File: src/rtl/indicator_pkg.sv
// Package: constants, types and decoding shared by the indicator monitor
package indicator_pkg;

  // ----------------------------------------------------------------
  // Sizes
  // ----------------------------------------------------------------
  localparam int NUM_IND = 20;
  localparam int SEL_W = 6;
  localparam int MAX_INPUTS = 64;
  localparam int STAMP_W = 32;

  // ----------------------------------------------------------------
  // Timing
  // ----------------------------------------------------------------
  localparam int CLK_PERIOD_NS = 4;
  localparam int STAMP_RES_NS = 1000000;
  localparam int CYC_PER_MS = STAMP_RES_NS / CLK_PERIOD_NS;

  // ----------------------------------------------------------------
  // Register map (byte addresses)
  // ----------------------------------------------------------------
  localparam logic [11:0] ADDR_CTRL = 12'h000;
  localparam logic [11:0] ADDR_STATUS = 12'h004;
  localparam logic [11:0] ADDR_MASK = 12'h008;
  localparam logic [11:0] ADDR_MSTIME = 12'h00C;
  localparam logic [11:0] ADDR_STATE_LO = 12'h010;
  localparam logic [11:0] ADDR_STATE_HI = 12'h014;
  localparam logic [11:0] ADDR_SEL_BASE = 12'h080;

  // ----------------------------------------------------------------
  // Fields and reset values
  // ----------------------------------------------------------------
  localparam int CTRL_EN_BIT = 0;
  localparam int CTRL_ON_BIT = 1;
  localparam int CTRL_OFF_BIT = 2;
  localparam int CTRL_W = 3;
  localparam logic [CTRL_W-1:0] CTRL_RESET = 3'h7;
  localparam int IRQ_CHANGE_BIT = 0;
  localparam int IRQ_OVERRUN_BIT = 1;
  localparam int IRQ_W = 2;
  localparam int SEL_OPEN_LSB = 0;
  localparam int SEL_CLOSE_LSB = 8;
  localparam logic [SEL_W-1:0] SEL_RESET = 6'h00;
  localparam logic [31:0] ZERO_WORD = 32'h0000_0000;

  // ----------------------------------------------------------------
  // Types
  // ----------------------------------------------------------------
  typedef enum logic [1:0] {
    ST_INTER = 2'b00,
    ST_OPEN = 2'b01,
    ST_CLOSED = 2'b10,
    ST_BAD = 2'b11
  } ind_state_e;

  typedef enum logic [0:0] {
    SCAN_IDLE = 1'b0,
    SCAN_RUN = 1'b1
  } scan_e;

  typedef struct packed {
    logic [STAMP_W-1:0] stamp;
    logic [4:0] index;
    ind_state_e cond;
    logic on;
  } ind_event_s;

  // Open/close levels to two-bit indicator state
  function automatic ind_state_e decode_state(input logic openAct, input logic closeAct);
    ind_state_e s;
    // neither active, intermediate
    s = ST_INTER;
    // both active, bad
    if (openAct && closeAct) begin
      s = ST_BAD;
    end else if (openAct) begin
      s = ST_OPEN;
    end else if (closeAct) begin
      s = ST_CLOSED;
    end
    return s;
  endfunction : decode_state

endpackage : indicator_pkg

File: src/rtl/input_sync.sv
// Two-flop synchroniser for a vector of status inputs
`timescale 1ns/1ps
module input_sync #(
  parameter int WIDTH = 64
) (
  input wire logic clk,
  input wire logic nrst,
  input wire logic [WIDTH-1:0] din,
  output logic [WIDTH-1:0] dout
);

  logic [WIDTH-1:0] meta_r;

  generate
    if (WIDTH < 1) begin : g_bad
      $error("input_sync: WIDTH must be positive");
    end
  endgenerate

  always_ff @(posedge clk) begin
    if (!nrst) begin
      meta_r <= '0;
      dout <= '0;
    end else begin
      meta_r <= din;
      dout <= meta_r;
    end
  end

endmodule : input_sync

File: src/rtl/ms_timebase.sv
// Millisecond tick and free-running millisecond counter
`timescale 1ns/1ps
module ms_timebase #(
  parameter int CYCLES = indicator_pkg::CYC_PER_MS
) (
  input wire logic clk,
  input wire logic nrst,
  output logic tick,
  output logic [indicator_pkg::STAMP_W-1:0] msCount
);

  localparam int CNT_W = (CYCLES > 1) ? $clog2(CYCLES) : 1;
  localparam logic [CNT_W-1:0] LAST = CNT_W'(CYCLES - 1);

  logic [CNT_W-1:0] div_r;
  logic wrap;

  generate
    if (CYCLES < 2) begin : g_bad
      $error("ms_timebase: CYCLES must be at least 2");
    end
  endgenerate

  assign wrap = (div_r == LAST);

  always_ff @(posedge clk) begin
    if (!nrst) begin
      div_r <= '0;
      tick <= 1'b0;
      msCount <= '0;
    end else begin
      div_r <= wrap ? '0 : div_r + 1'b1;
      tick <= wrap;
      msCount <= wrap ? msCount + 1'b1 : msCount;
    end
  end

endmodule : ms_timebase

File: src/rtl/indicator_status_monitor.sv
// Indicator status monitor: state derivation, event generation, APB registers
//
// How it works
// state code 0 inter, 1 open, 2 closed, 3 bad
// neither input active gives intermediate
// both inputs active gives bad
// logic one on open input means open
// logic one on close input means close
// ON and OFF event per condition change
// events stamped with millisecond counter
// storage select keeps ON, OFF or both
// twenty independent indicator instances
// software may select one input, inverted copy; the code selects the input only and offers no inverted copy
// selections treated as static while running
// no command outputs toward switchgear
// evaluate per tick, reset to intermediate silently
//
// The address map and register access over APB were left to the implementer.
`timescale 1ns/1ps
module indicator_status_monitor #(
  parameter int NUM_IND = indicator_pkg::NUM_IND,
  parameter int NUM_INPUTS = indicator_pkg::MAX_INPUTS,
  parameter int MS_CYCLES = indicator_pkg::CYC_PER_MS
) (
  input wire logic clk,
  input wire logic nrst,
  input wire logic [11:0] paddr,
  input wire logic psel,
  input wire logic penable,
  input wire logic pwrite,
  input wire logic [31:0] pwdata,
  output logic [31:0] prdata,
  output logic pready,
  output logic pslverr,
  input wire logic [NUM_INPUTS-1:0] statusIn,
  input wire logic evReady,
  output logic evValid,
  output indicator_pkg::ind_event_s evData,
  output logic irq
);

  // ----------------------------------------------------------------
  // Parameter checks
  // ----------------------------------------------------------------
  localparam int IDX_W = 5;
  localparam int SW = indicator_pkg::SEL_W;
  localparam int CW = indicator_pkg::CTRL_W;
  localparam int IW = indicator_pkg::IRQ_W;
  localparam logic [1:0] COND_LAST = 2'b11;

  generate
    if (NUM_IND < 1 || NUM_IND > 32) begin : g_bad_ind
      $error("NUM_IND must be 1 to 32");
    end
    if (NUM_INPUTS < 1 || NUM_INPUTS > indicator_pkg::MAX_INPUTS) begin : g_bad_in
      $error("NUM_INPUTS must be 1 to 64");
    end
  endgenerate

  // ----------------------------------------------------------------
  // Input synchroniser and time base
  // ----------------------------------------------------------------
  logic [NUM_INPUTS-1:0] syncIn;
  logic msTick;
  logic [indicator_pkg::STAMP_W-1:0] msCount;

  input_sync #(.WIDTH(NUM_INPUTS)) u_sync (
    .clk(clk),
    .nrst(nrst),
    .din(statusIn),
    .dout(syncIn)
  );

  ms_timebase #(.CYCLES(MS_CYCLES)) u_timebase (
    .clk(clk),
    .nrst(nrst),
    .tick(msTick),
    .msCount(msCount)
  );

  // ----------------------------------------------------------------
  // Configuration registers
  // ----------------------------------------------------------------
  logic [CW-1:0] ctrl_r;
  logic [IW-1:0] status_r;
  logic [IW-1:0] status_nxt;
  logic [IW-1:0] mask_r;
  logic [SW-1:0] openSel_r [NUM_IND];
  logic [SW-1:0] closeSel_r [NUM_IND];

  // ----------------------------------------------------------------
  // Input selection
  // ----------------------------------------------------------------
  // A selection past the last input reads as inactive
  function automatic logic pick_input(input logic [NUM_INPUTS-1:0] levels,
                                      input logic [SW-1:0] sel);
    logic hit;
    hit = 1'b0;
    if (int'(sel) < NUM_INPUTS) begin
      hit = levels[sel];
    end
    return hit;
  endfunction : pick_input

  // ----------------------------------------------------------------
  // Per-indicator state derivation
  // ----------------------------------------------------------------
  indicator_pkg::ind_state_e curState [NUM_IND];
  indicator_pkg::ind_state_e snap_r [NUM_IND];
  indicator_pkg::ind_state_e old_r [NUM_IND];
  logic [63:0] stateWide;

  genvar gi;
  generate
    for (gi = 0; gi < NUM_IND; gi++) begin : g_ind
      wire openAct;
      wire closeAct;
      // active-high open input
      assign openAct = pick_input(syncIn, openSel_r[gi]);
      // active-high close input
      assign closeAct = pick_input(syncIn, closeSel_r[gi]);
      // two-bit state code
      assign curState[gi] = indicator_pkg::decode_state(openAct, closeAct);
      assign stateWide[2*gi +: 2] = old_r[gi];
    end
    for (gi = NUM_IND; gi < 32; gi++) begin : g_pad
      assign stateWide[2*gi +: 2] = 2'b00;
    end
  endgenerate

  // ----------------------------------------------------------------
  // Event scanner
  // ----------------------------------------------------------------
  indicator_pkg::scan_e scan_r;
  logic [IDX_W-1:0] idx_r;
  logic [1:0] cond_r;
  logic [indicator_pkg::STAMP_W-1:0] stamp_r;
  logic evValid_r;
  indicator_pkg::ind_event_s evData_r;

  wire enabled = ctrl_r[indicator_pkg::CTRL_EN_BIT];
  wire stall = evValid_r && !evReady;
  wire step = (scan_r == indicator_pkg::SCAN_RUN) && !stall;
  wire startScan = msTick && enabled && (scan_r == indicator_pkg::SCAN_IDLE);
  wire overrun = msTick && enabled && (scan_r == indicator_pkg::SCAN_RUN);
  wire lastCond = (cond_r == COND_LAST);
  wire lastIdx = (idx_r == IDX_W'(NUM_IND - 1));
  wire wasOn = (old_r[idx_r] == indicator_pkg::ind_state_e'(cond_r));
  wire isOn = (snap_r[idx_r] == indicator_pkg::ind_state_e'(cond_r));
  wire condChange = step && (wasOn != isOn);
  // drop the deselected direction
  wire keep = isOn ? ctrl_r[indicator_pkg::CTRL_ON_BIT] : ctrl_r[indicator_pkg::CTRL_OFF_BIT];
  wire emit = condChange && keep;

  indicator_pkg::ind_event_s newEvent;
  // stamp taken from the ms counter at the evaluating tick
  assign newEvent.stamp = stamp_r;
  assign newEvent.index = idx_r;
  assign newEvent.cond = indicator_pkg::ind_state_e'(cond_r);
  assign newEvent.on = isOn;

  // snapshot only on a tick when the scanner is free
  always_ff @(posedge clk) begin
    if (!nrst) begin
      stamp_r <= '0;
    end else if (startScan) begin
      stamp_r <= msCount;
    end
  end

  always_ff @(posedge clk) begin
    if (!nrst) begin
      scan_r <= indicator_pkg::SCAN_IDLE;
      idx_r <= '0;
      cond_r <= 2'b00;
    end else begin
      case (scan_r)
        indicator_pkg::SCAN_IDLE: begin
          idx_r <= '0;
          cond_r <= 2'b00;
          if (startScan) begin
            scan_r <= indicator_pkg::SCAN_RUN;
          end
        end
        indicator_pkg::SCAN_RUN: begin
          if (step) begin
            cond_r <= cond_r + 2'b01;
            if (lastCond) begin
              idx_r <= idx_r + 1'b1;
              if (lastIdx) begin
                scan_r <= indicator_pkg::SCAN_IDLE;
              end
            end
          end
        end
        default: begin
          scan_r <= indicator_pkg::SCAN_IDLE;
        end
      endcase
    end
  end

  // one snapshot and one reported state per instance
  generate
    for (gi = 0; gi < NUM_IND; gi++) begin : g_state
      always_ff @(posedge clk) begin
        if (!nrst) begin
          // all instances start intermediate, no event
          snap_r[gi] <= indicator_pkg::ST_INTER;
          old_r[gi] <= indicator_pkg::ST_INTER;
        end else begin
          if (startScan) begin
            snap_r[gi] <= curState[gi];
          end
          if (step && lastCond && (idx_r == IDX_W'(gi))) begin
            old_r[gi] <= snap_r[gi];
          end
        end
      end
    end
  endgenerate

  // ----------------------------------------------------------------
  // Event output register
  // ----------------------------------------------------------------
  // one ON or OFF event per changed condition
  always_ff @(posedge clk) begin
    if (!nrst) begin
      evValid_r <= 1'b0;
      evData_r <= '0;
    end else if (emit) begin
      evValid_r <= 1'b1;
      evData_r <= newEvent;
    end else if (evReady) begin
      evValid_r <= 1'b0;
    end
  end

  // event and register outputs only, nothing drives the switchgear
  assign evValid = evValid_r;
  assign evData = evData_r;

  // ----------------------------------------------------------------
  // APB slave
  // ----------------------------------------------------------------
  logic [31:0] prdata_r;
  logic pready_r;
  logic pslverr_r;
  logic irq_r;
  logic [31:0] rdWord;

  wire access = psel && penable;
  wire respond = access && !pready_r;
  wire commit = access && pready_r;
  wire [11:0] selOff = paddr - indicator_pkg::ADDR_SEL_BASE;
  wire [IDX_W-1:0] selIdx = selOff[IDX_W+1:2];
  wire isSel = (paddr >= indicator_pkg::ADDR_SEL_BASE) && (paddr[1:0] == 2'b00)
               && (int'(selOff[11:2]) < NUM_IND);
  wire isCtrl = (paddr == indicator_pkg::ADDR_CTRL);
  wire isStatus = (paddr == indicator_pkg::ADDR_STATUS);
  wire isMask = (paddr == indicator_pkg::ADDR_MASK);
  wire isTime = (paddr == indicator_pkg::ADDR_MSTIME);
  wire isStLo = (paddr == indicator_pkg::ADDR_STATE_LO);
  wire isStHi = (paddr == indicator_pkg::ADDR_STATE_HI);
  wire mapped = isSel || isCtrl || isStatus || isMask || isTime || isStLo || isStHi;
  wire wrEn = commit && pwrite && mapped;
  wire [IW-1:0] statusClr = (wrEn && isStatus) ? pwdata[IW-1:0] : '0;
  wire [IW-1:0] statusSet = {overrun, condChange};
  wire [31:0] selWord = ({{(32-SW){1'b0}}, openSel_r[selIdx]} << indicator_pkg::SEL_OPEN_LSB)
                      | ({{(32-SW){1'b0}}, closeSel_r[selIdx]} << indicator_pkg::SEL_CLOSE_LSB);

  // ----------------------------------------------------------------
  // Register read path
  // ----------------------------------------------------------------

  assign rdWord = isCtrl ? {{(32-CW){1'b0}}, ctrl_r} :
                  isStatus ? {{(32-IW){1'b0}}, status_r} :
                  isMask ? {{(32-IW){1'b0}}, mask_r} :
                  isTime ? msCount :
                  isStLo ? stateWide[31:0] :
                  isStHi ? stateWide[63:32] :
                  isSel ? selWord :
                  indicator_pkg::ZERO_WORD;

  // ----------------------------------------------------------------
  // Flags and bus response
  // ----------------------------------------------------------------
  // Event flags: a set in the clearing cycle wins
  assign status_nxt = (status_r & ~statusClr) | statusSet;

  always_ff @(posedge clk) begin
    if (!nrst) begin
      pready_r <= 1'b0;
      pslverr_r <= 1'b0;
      prdata_r <= indicator_pkg::ZERO_WORD;
    end else begin
      pready_r <= respond;
      pslverr_r <= respond && !mapped;
      prdata_r <= (respond && !pwrite) ? rdWord : indicator_pkg::ZERO_WORD;
    end
  end

  // ----------------------------------------------------------------
  // Settings registers
  // ----------------------------------------------------------------
  // settings written by software, assumed steady while running
  always_ff @(posedge clk) begin
    if (!nrst) begin
      ctrl_r <= indicator_pkg::CTRL_RESET;
      mask_r <= '0;
      status_r <= '0;
      irq_r <= 1'b0;
    end else begin
      if (wrEn && isCtrl) begin
        ctrl_r <= pwdata[CW-1:0];
      end
      if (wrEn && isMask) begin
        mask_r <= pwdata[IW-1:0];
      end
      status_r <= status_nxt;
      irq_r <= |(status_nxt & mask_r);
    end
  end

  // any input may feed either side; no inverted copy is offered
  generate
    for (gi = 0; gi < NUM_IND; gi++) begin : g_sel
      always_ff @(posedge clk) begin
        if (!nrst) begin
          openSel_r[gi] <= indicator_pkg::SEL_RESET;
          closeSel_r[gi] <= indicator_pkg::SEL_RESET;
        end else if (wrEn && isSel && (selIdx == IDX_W'(gi))) begin
          openSel_r[gi] <= pwdata[indicator_pkg::SEL_OPEN_LSB +: SW];
          closeSel_r[gi] <= pwdata[indicator_pkg::SEL_CLOSE_LSB +: SW];
        end
      end
    end
  endgenerate

  // ----------------------------------------------------------------
  // Outputs
  // ----------------------------------------------------------------
  assign prdata = prdata_r;
  assign pready = pready_r;
  assign pslverr = pslverr_r;
  assign irq = irq_r;

endmodule : indicator_status_monitor

File: config.mk
export PLATFORM = sky130hd
export DESIGN_NAME = indicator_status_monitor
export DESIGN_NICKNAME = d
export VERILOG_FILES = /design/src/rtl/indicator_pkg.sv /design/src/rtl/input_sync.sv /design/src/rtl/ms_timebase.sv /design/src/rtl/indicator_status_monitor.sv
export SDC_FILE = /design/constraint.sdc
export NUM_CORES = 2
export LEC_CHECK = 0
export BUFFER_PORTS_ARGS = -buffer_cell sky130_fd_sc_hd__buf_2
export CORE_MARGIN = 2
export CORE_UTILIZATION = 45
export DETAILED_ROUTE_END_ITERATION = 10
export PLACE_DENSITY_LB_ADDON = 0.1
export SYNTH_ARGS = -nofsm -noshare
export SYNTH_HDL_FRONTEND = slang
export SYNTH_SLANG_ARGS = --single-unit
export TNS_END_PERCENT = 1
File: constraint.sdc
create_clock -name clk -period 7.7 [get_ports clk]
set_input_delay 0.385 -clock clk [delete_from_list [all_inputs] [get_ports clk]]
set_output_delay 0.385 -clock clk [all_outputs]
set_load 0.005 [all_outputs]
[Yosys cells after proc, flatten, opt, wreduce, memory -nomap -nowiden]
Memories as Yosys holds them, arrays and structs flattened. A register that Yosys moved wholly into a read port is not among the register bits.
Cells that the tools add are included.
Storage, ports and cells
  output and inout port bits: 76
  bits of input ports: 114
  bits in registers: 302
  memories: 4
  word-level logic and storage cells: 681
  RAM bits: 320
Operators by class
  multiplexer cells: 368
  reduce and logical (&&, ||, !) cells: 102
  equality and inequality tests: 50
  order comparisons: 42
  add/subtract/negate cells: 5
  bitwise operators: 88
Memories
  closeSel_r: words 20, width 6, read ports 21, clocked after Yosys merged registers in 0, write ports 20, RTL line indicator_status_monitor.sv:89  | logic [SW-1:0] closeSel_r [NUM_IND];
  openSel_r: words 20, width 6, read ports 21, clocked after Yosys merged registers in 0, write ports 20, RTL line indicator_status_monitor.sv:88  | logic [SW-1:0] openSel_r [NUM_IND];
  old_r: words 20, width 2, read ports 21, clocked after Yosys merged registers in 1, write ports 20, RTL line indicator_status_monitor.sv:110  | indicator_pkg::ind_state_e old_r [NUM_IND];
  snap_r: words 20, width 2, read ports 21, clocked after Yosys merged registers in 1, write ports 20, RTL line indicator_status_monitor.sv:109  | indicator_pkg::ind_state_e snap_r [NUM_IND];
Operator list (number)
  6-bit by 7-bit less-than comparator with 1-bit output, second input constant: 40
  1-bit binary-select mux with 6-bit select: 40
  6-bit 2-to-1 mux: 40
  2-bit 2-to-1 mux: 102
  1-bit 2-to-1 mux: 170
  1-bit logical AND: 81
  5-bit by 4-bit == test with 1-bit output, second input constant: 16
  1-bit bitwise OR: 80
  32-bit 2-to-1 mux: 2
  5-bit by 3-bit == test with 1-bit output, second input constant: 8
  5-bit == test, second input constant: 8
  32-bit by 1-bit adder with 32-bit output, second input constant: 1
  5-bit 2-to-1 mux: 6
  14-bit 2-to-1 mux: 2
  12-bit by 4-bit == test with 1-bit output, second input constant: 2
  12-bit by 5-bit == test with 1-bit output, second input constant: 2
  5-bit by 2-bit == test with 1-bit output, second input constant: 4
  18-bit by 1-bit adder with 18-bit output, second input constant: 1
  18-bit == test, second input constant: 1
  6-bit by 14-bit bitwise OR with 14-bit output: 1
  12-bit by 3-bit == test with 1-bit output, second input constant: 1
  12-bit by 8-bit greater-or-equal comparator with 1-bit output, second input constant: 1
  12-bit zero test: 1
  12-bit by 8-bit subtractor with 12-bit output, second input constant: 1
  other kinds (24): 44

[Longest topological paths before layout]
  depth in word-level cells: 17
  mapped depth: 11

[Hierarchy]
A second synthesis with hierarchy kept.
Second synthesis, totals
  cell total of the unflattened synthesis: 3299
  area, all modules: 46515.9 sq um
By module, submodules not included
  indicator_status_monitor: cells each 2728, area each 40382.5 sq um, instances 1
  input_sync: cells each 270, area each 3550.9 sq um, instances 1
  ms_timebase: cells each 301, area each 2582.5 sq um, instances 1

[Least setup slack after synthesis]
OpenSTA, ideal clock, no wires.
  kind: input to register
  start: in paddr[2]
  end: mem closeSel_r[15][0] (netlist name), enable pin
  stages: 8
  library setup time: 398 ps
  arrival: 2659 ps
  setup slack: 4643 ps
  cells stage by stage: buf_2 -> buf_2 -> buf_2 -> buf_2 -> nand2_1 -> inv_1 -> nand2_1 -> o21ai_0
RTL lines
  start: declaration: RTL line indicator_status_monitor.sv:27  | input wire logic [11:0] paddr,
  end: declaration: RTL line indicator_status_monitor.sv:89

==> results.txt <==
Seq/Total Area, Yosys - 34.3%
#FFs+latches synth - 627
detailed placer's ending HPWL - 98.6 mm
Synth area leader - mux4_2
global route total overflow - 0
cell chain of the critical path - mux4_2 > o22ai_1 > a2111oi_2 > nor4_4 > o21ai_1 > o2bb2ai_4 > buf_4 > mux2i_1
final setup fails - 0
net count after synthesis - 3369
via count - 34000
CP Max Fanout - 40
Startpoint Class - flop
via count of the first global-routing pass - 34000
Clk pin slew, worst setup/hold paths - 60 ps
Synth Flop Type - edfxtp_1
Final min period - 3900 ps
Starting Density - 45.3%
commonest non-fill, non-tap cell in the layout - mux4_2
H-tree levels - 3
CP Buf/Inv Count - 1
largest net degree at the start of global routing - 115
Buffers on Ports - 169
CTS tree - yes
# fillers - 8569
cell family with most CP delay - flip-flops
Max-Cap Viols - 0
CP arrival - 4490 ps
dpl cells - 4308
Num CTS Buffers - 75
slowest stage delay, CP - 940 ps
CTS root buffer - clkbuf_16
Hold Fails Final Rpt - 0
Reg power frac - 43.6%
worst slew pin tran - 1340 ps
fraction of layout cells with a size suffix above 1 - 42.8%
core area - 102000 µm²
outcome - finished, final reports clean
Synth Warn # - 0
Leak - 0.0168 µW
die area - 105000 µm²
routed wire length - 180 mm
Boundary Pins - 190
number of synthesized flops with an enable pin - 320
Final Max Slew Viols - 0
clock group share of total power - 42.5%
most frequent cells in the layout - mux4_2 (932), and2_1 (414), edfxtp_1 (320)
WL/cell - 39.9 µm
Reg area - 15800 µm²
worst endpoint required time - 8290 ps
antenna viol nets, final - 0
post-synth top area share - 45.6%
gpl congestion - 0.925
switching share of power - 27.5%
Die H - 324 µm
Psw - 2380 µW
worst skew pair latency - 700 ps
Critical Path Slowest Stage Cell - dfxtp_1
headroom to the max-slew limit - 10.2%
CTS Buffer Depth - 3
Area growth syn-to-layout - 9.03%
mapped cell area - 46000 µm²
Residual DRC - 0
Stages on worst setup path - 8
P per Cell Area - 172 nW/µm²
Rows - 117
Critical Path End Type - flop
Total GRT Usage - 34.6%
Nets - 3204
CP Class - reg2reg
RSZ-0062 raised after global routing - false
first-pass GRT wire length - 251 mm
Die X - 324 µm
vias per cell - 7.52
combinational group share of total power - 13.9%
Netlist cell types - 64
number of DRC markers in iteration 0 - 5447
Pre-antenna DRT Iters - 7
worst hold path cell count - 3
Synth area leaders - mux4_2 (46%), edfxtp_1 (21%), dfxtp_1 (13%)
final setup TNS - 0 ps
Clock Skew - 32.5 ps
ys async rst share - 0%
antenna violations before repair - 24
reg2reg path depth - 8
final non-filler cell total - 4524
Avg Inst Size Synth - 14.2 µm²
multi-input logic area - 27900 µm²
hold crit path type - in2reg
P_int - 6270 µW
Final period util - 50.6%
Max Clock Freq - 257 MHz
Syn Inst Count - 3246
CTS sink cnt - 627
worst vdd ir - 0.161 mV
routing by layer:
| layer | share of wire, % | up-vias | GRT usage, % |
|---|---|---|---|
| li1 | - | 12600 | - |
| met1 | 32 | 17200 | 40.8 |
| met2 | 44 | 3329 | 51.9 |
| met3 | 16 | 813 | 16.1 |
| met4 | 6.8 | 14 | 20.3 |
| met5 | 0.052 | - | 0.278 |
final timing paths:
check                               start                          to  slack (ps)
max                                  flop     evData[37]$_SDFFE_PN0P_        3800
min                                pwrite        prdata[1]$_SDFF_PN0_          60
max reg2reg                          flop     evData[37]$_SDFFE_PN0P_        3800
min reg2reg  u_sync.meta_r[49]$_SDFF_PN0_  u_sync.dout[49]$_SDFF_PN0_         420
area by class of cell:
type                            count  area share (%)
Multi-Input combinational cell   2041            55.7
Clock inverter                     43           0.958
Antenna cell                       16          0.0799
Tap cell                         1368            3.41
Clock buffer                       93            4.06
Sequential cell                   627            31.4
Inverter                           17           0.127
Timing Repair Buffer              319            4.28
timing repair:
| action | in CTS | in global routing |
|---|---|---|
| buffers inserted | 0 | 0 |
| gates resized for setup | 0 | 0 |
| hold buffers | 64 | 0 |
| hold endpoints to repair | 64 | 0 |
sequential cells by signal, summed over array words and instances, names as in the netlist, 3 cells and up, named ones only:
register and count:
ctrl_r 3, evData 40, u_sync.meta_r 64, closeSel_r 120, u_sync.dout 64, old_r 40
u_timebase.div_r 18, idx_r 5, u_timebase.msCount 32, stamp_r 32, snap_r 40, openSel_r 120
prdata 32
metrics by stage:
step           total power [µW]  area, µm²  setup WS (ps)  hold slack [ps]  utilization (%)
2_1_floorplan              4520      46000           4640              412                -
3_3_place_gp               4930      46900           3820              417             46.2
3_5_place_dp               4960      46900           3720              419             46.2
4_1_cts                    8640      50100           3800             15.4             49.3
5_1_grt                    8840      50100           3680             51.9             49.3
6_report                   8650      50100           3800             57.0             49.3
logic make-up (layout without fill, tap and decap cells):
kind of cell,after synthesis,in the layout,synth area share [%]
AO/OA/AOI/OAI,155,155,2.36
XOR/XNOR,45,45,0.890
adder cells (fa/ha/maj),9,9,0.245
buffers and inverters,578,472,5.09
flip-flops,627,627,34.3
multiplexers,1001,1001,47.2
other,0,16,0
AND/OR/NAND/NOR,831,831,9.97
power by group through the flow:
stage	clock network (µW)	registers [µW]	logic, µW
CTS	3730	3770	1140
global placement	0	3830	1090
floorplan	0	3710	811
detailed placement	0	3840	1120
global route	3850	3790	1200
finish	3670	3770	1200
cells in the mapped netlist, drive strengths merged, types with 32 or more instances:
library cell	instances
a22o	32
and2	418
and3	47
buf	119
clkbuf	442
dfxtp	307
edfxtp	320
mux2i	58
mux4	932
nand2	134
nand3	33
nor2	118
o21ai	54
worst register-to-register path, delay by kind of cell, from the launching register on:
| family | cells | cell delay [ps] |
|---|---|---|
| AND/OR/NAND/NOR | 1 | 500 |
| multiplexers | 2 | 950 |
| AO/OA/AOI/OAI | 4 | 890 |
| flip-flops | 1 | 940 |
| buffers and inverters | 1 | 560 |
Power figures use the tool's default switching activity.
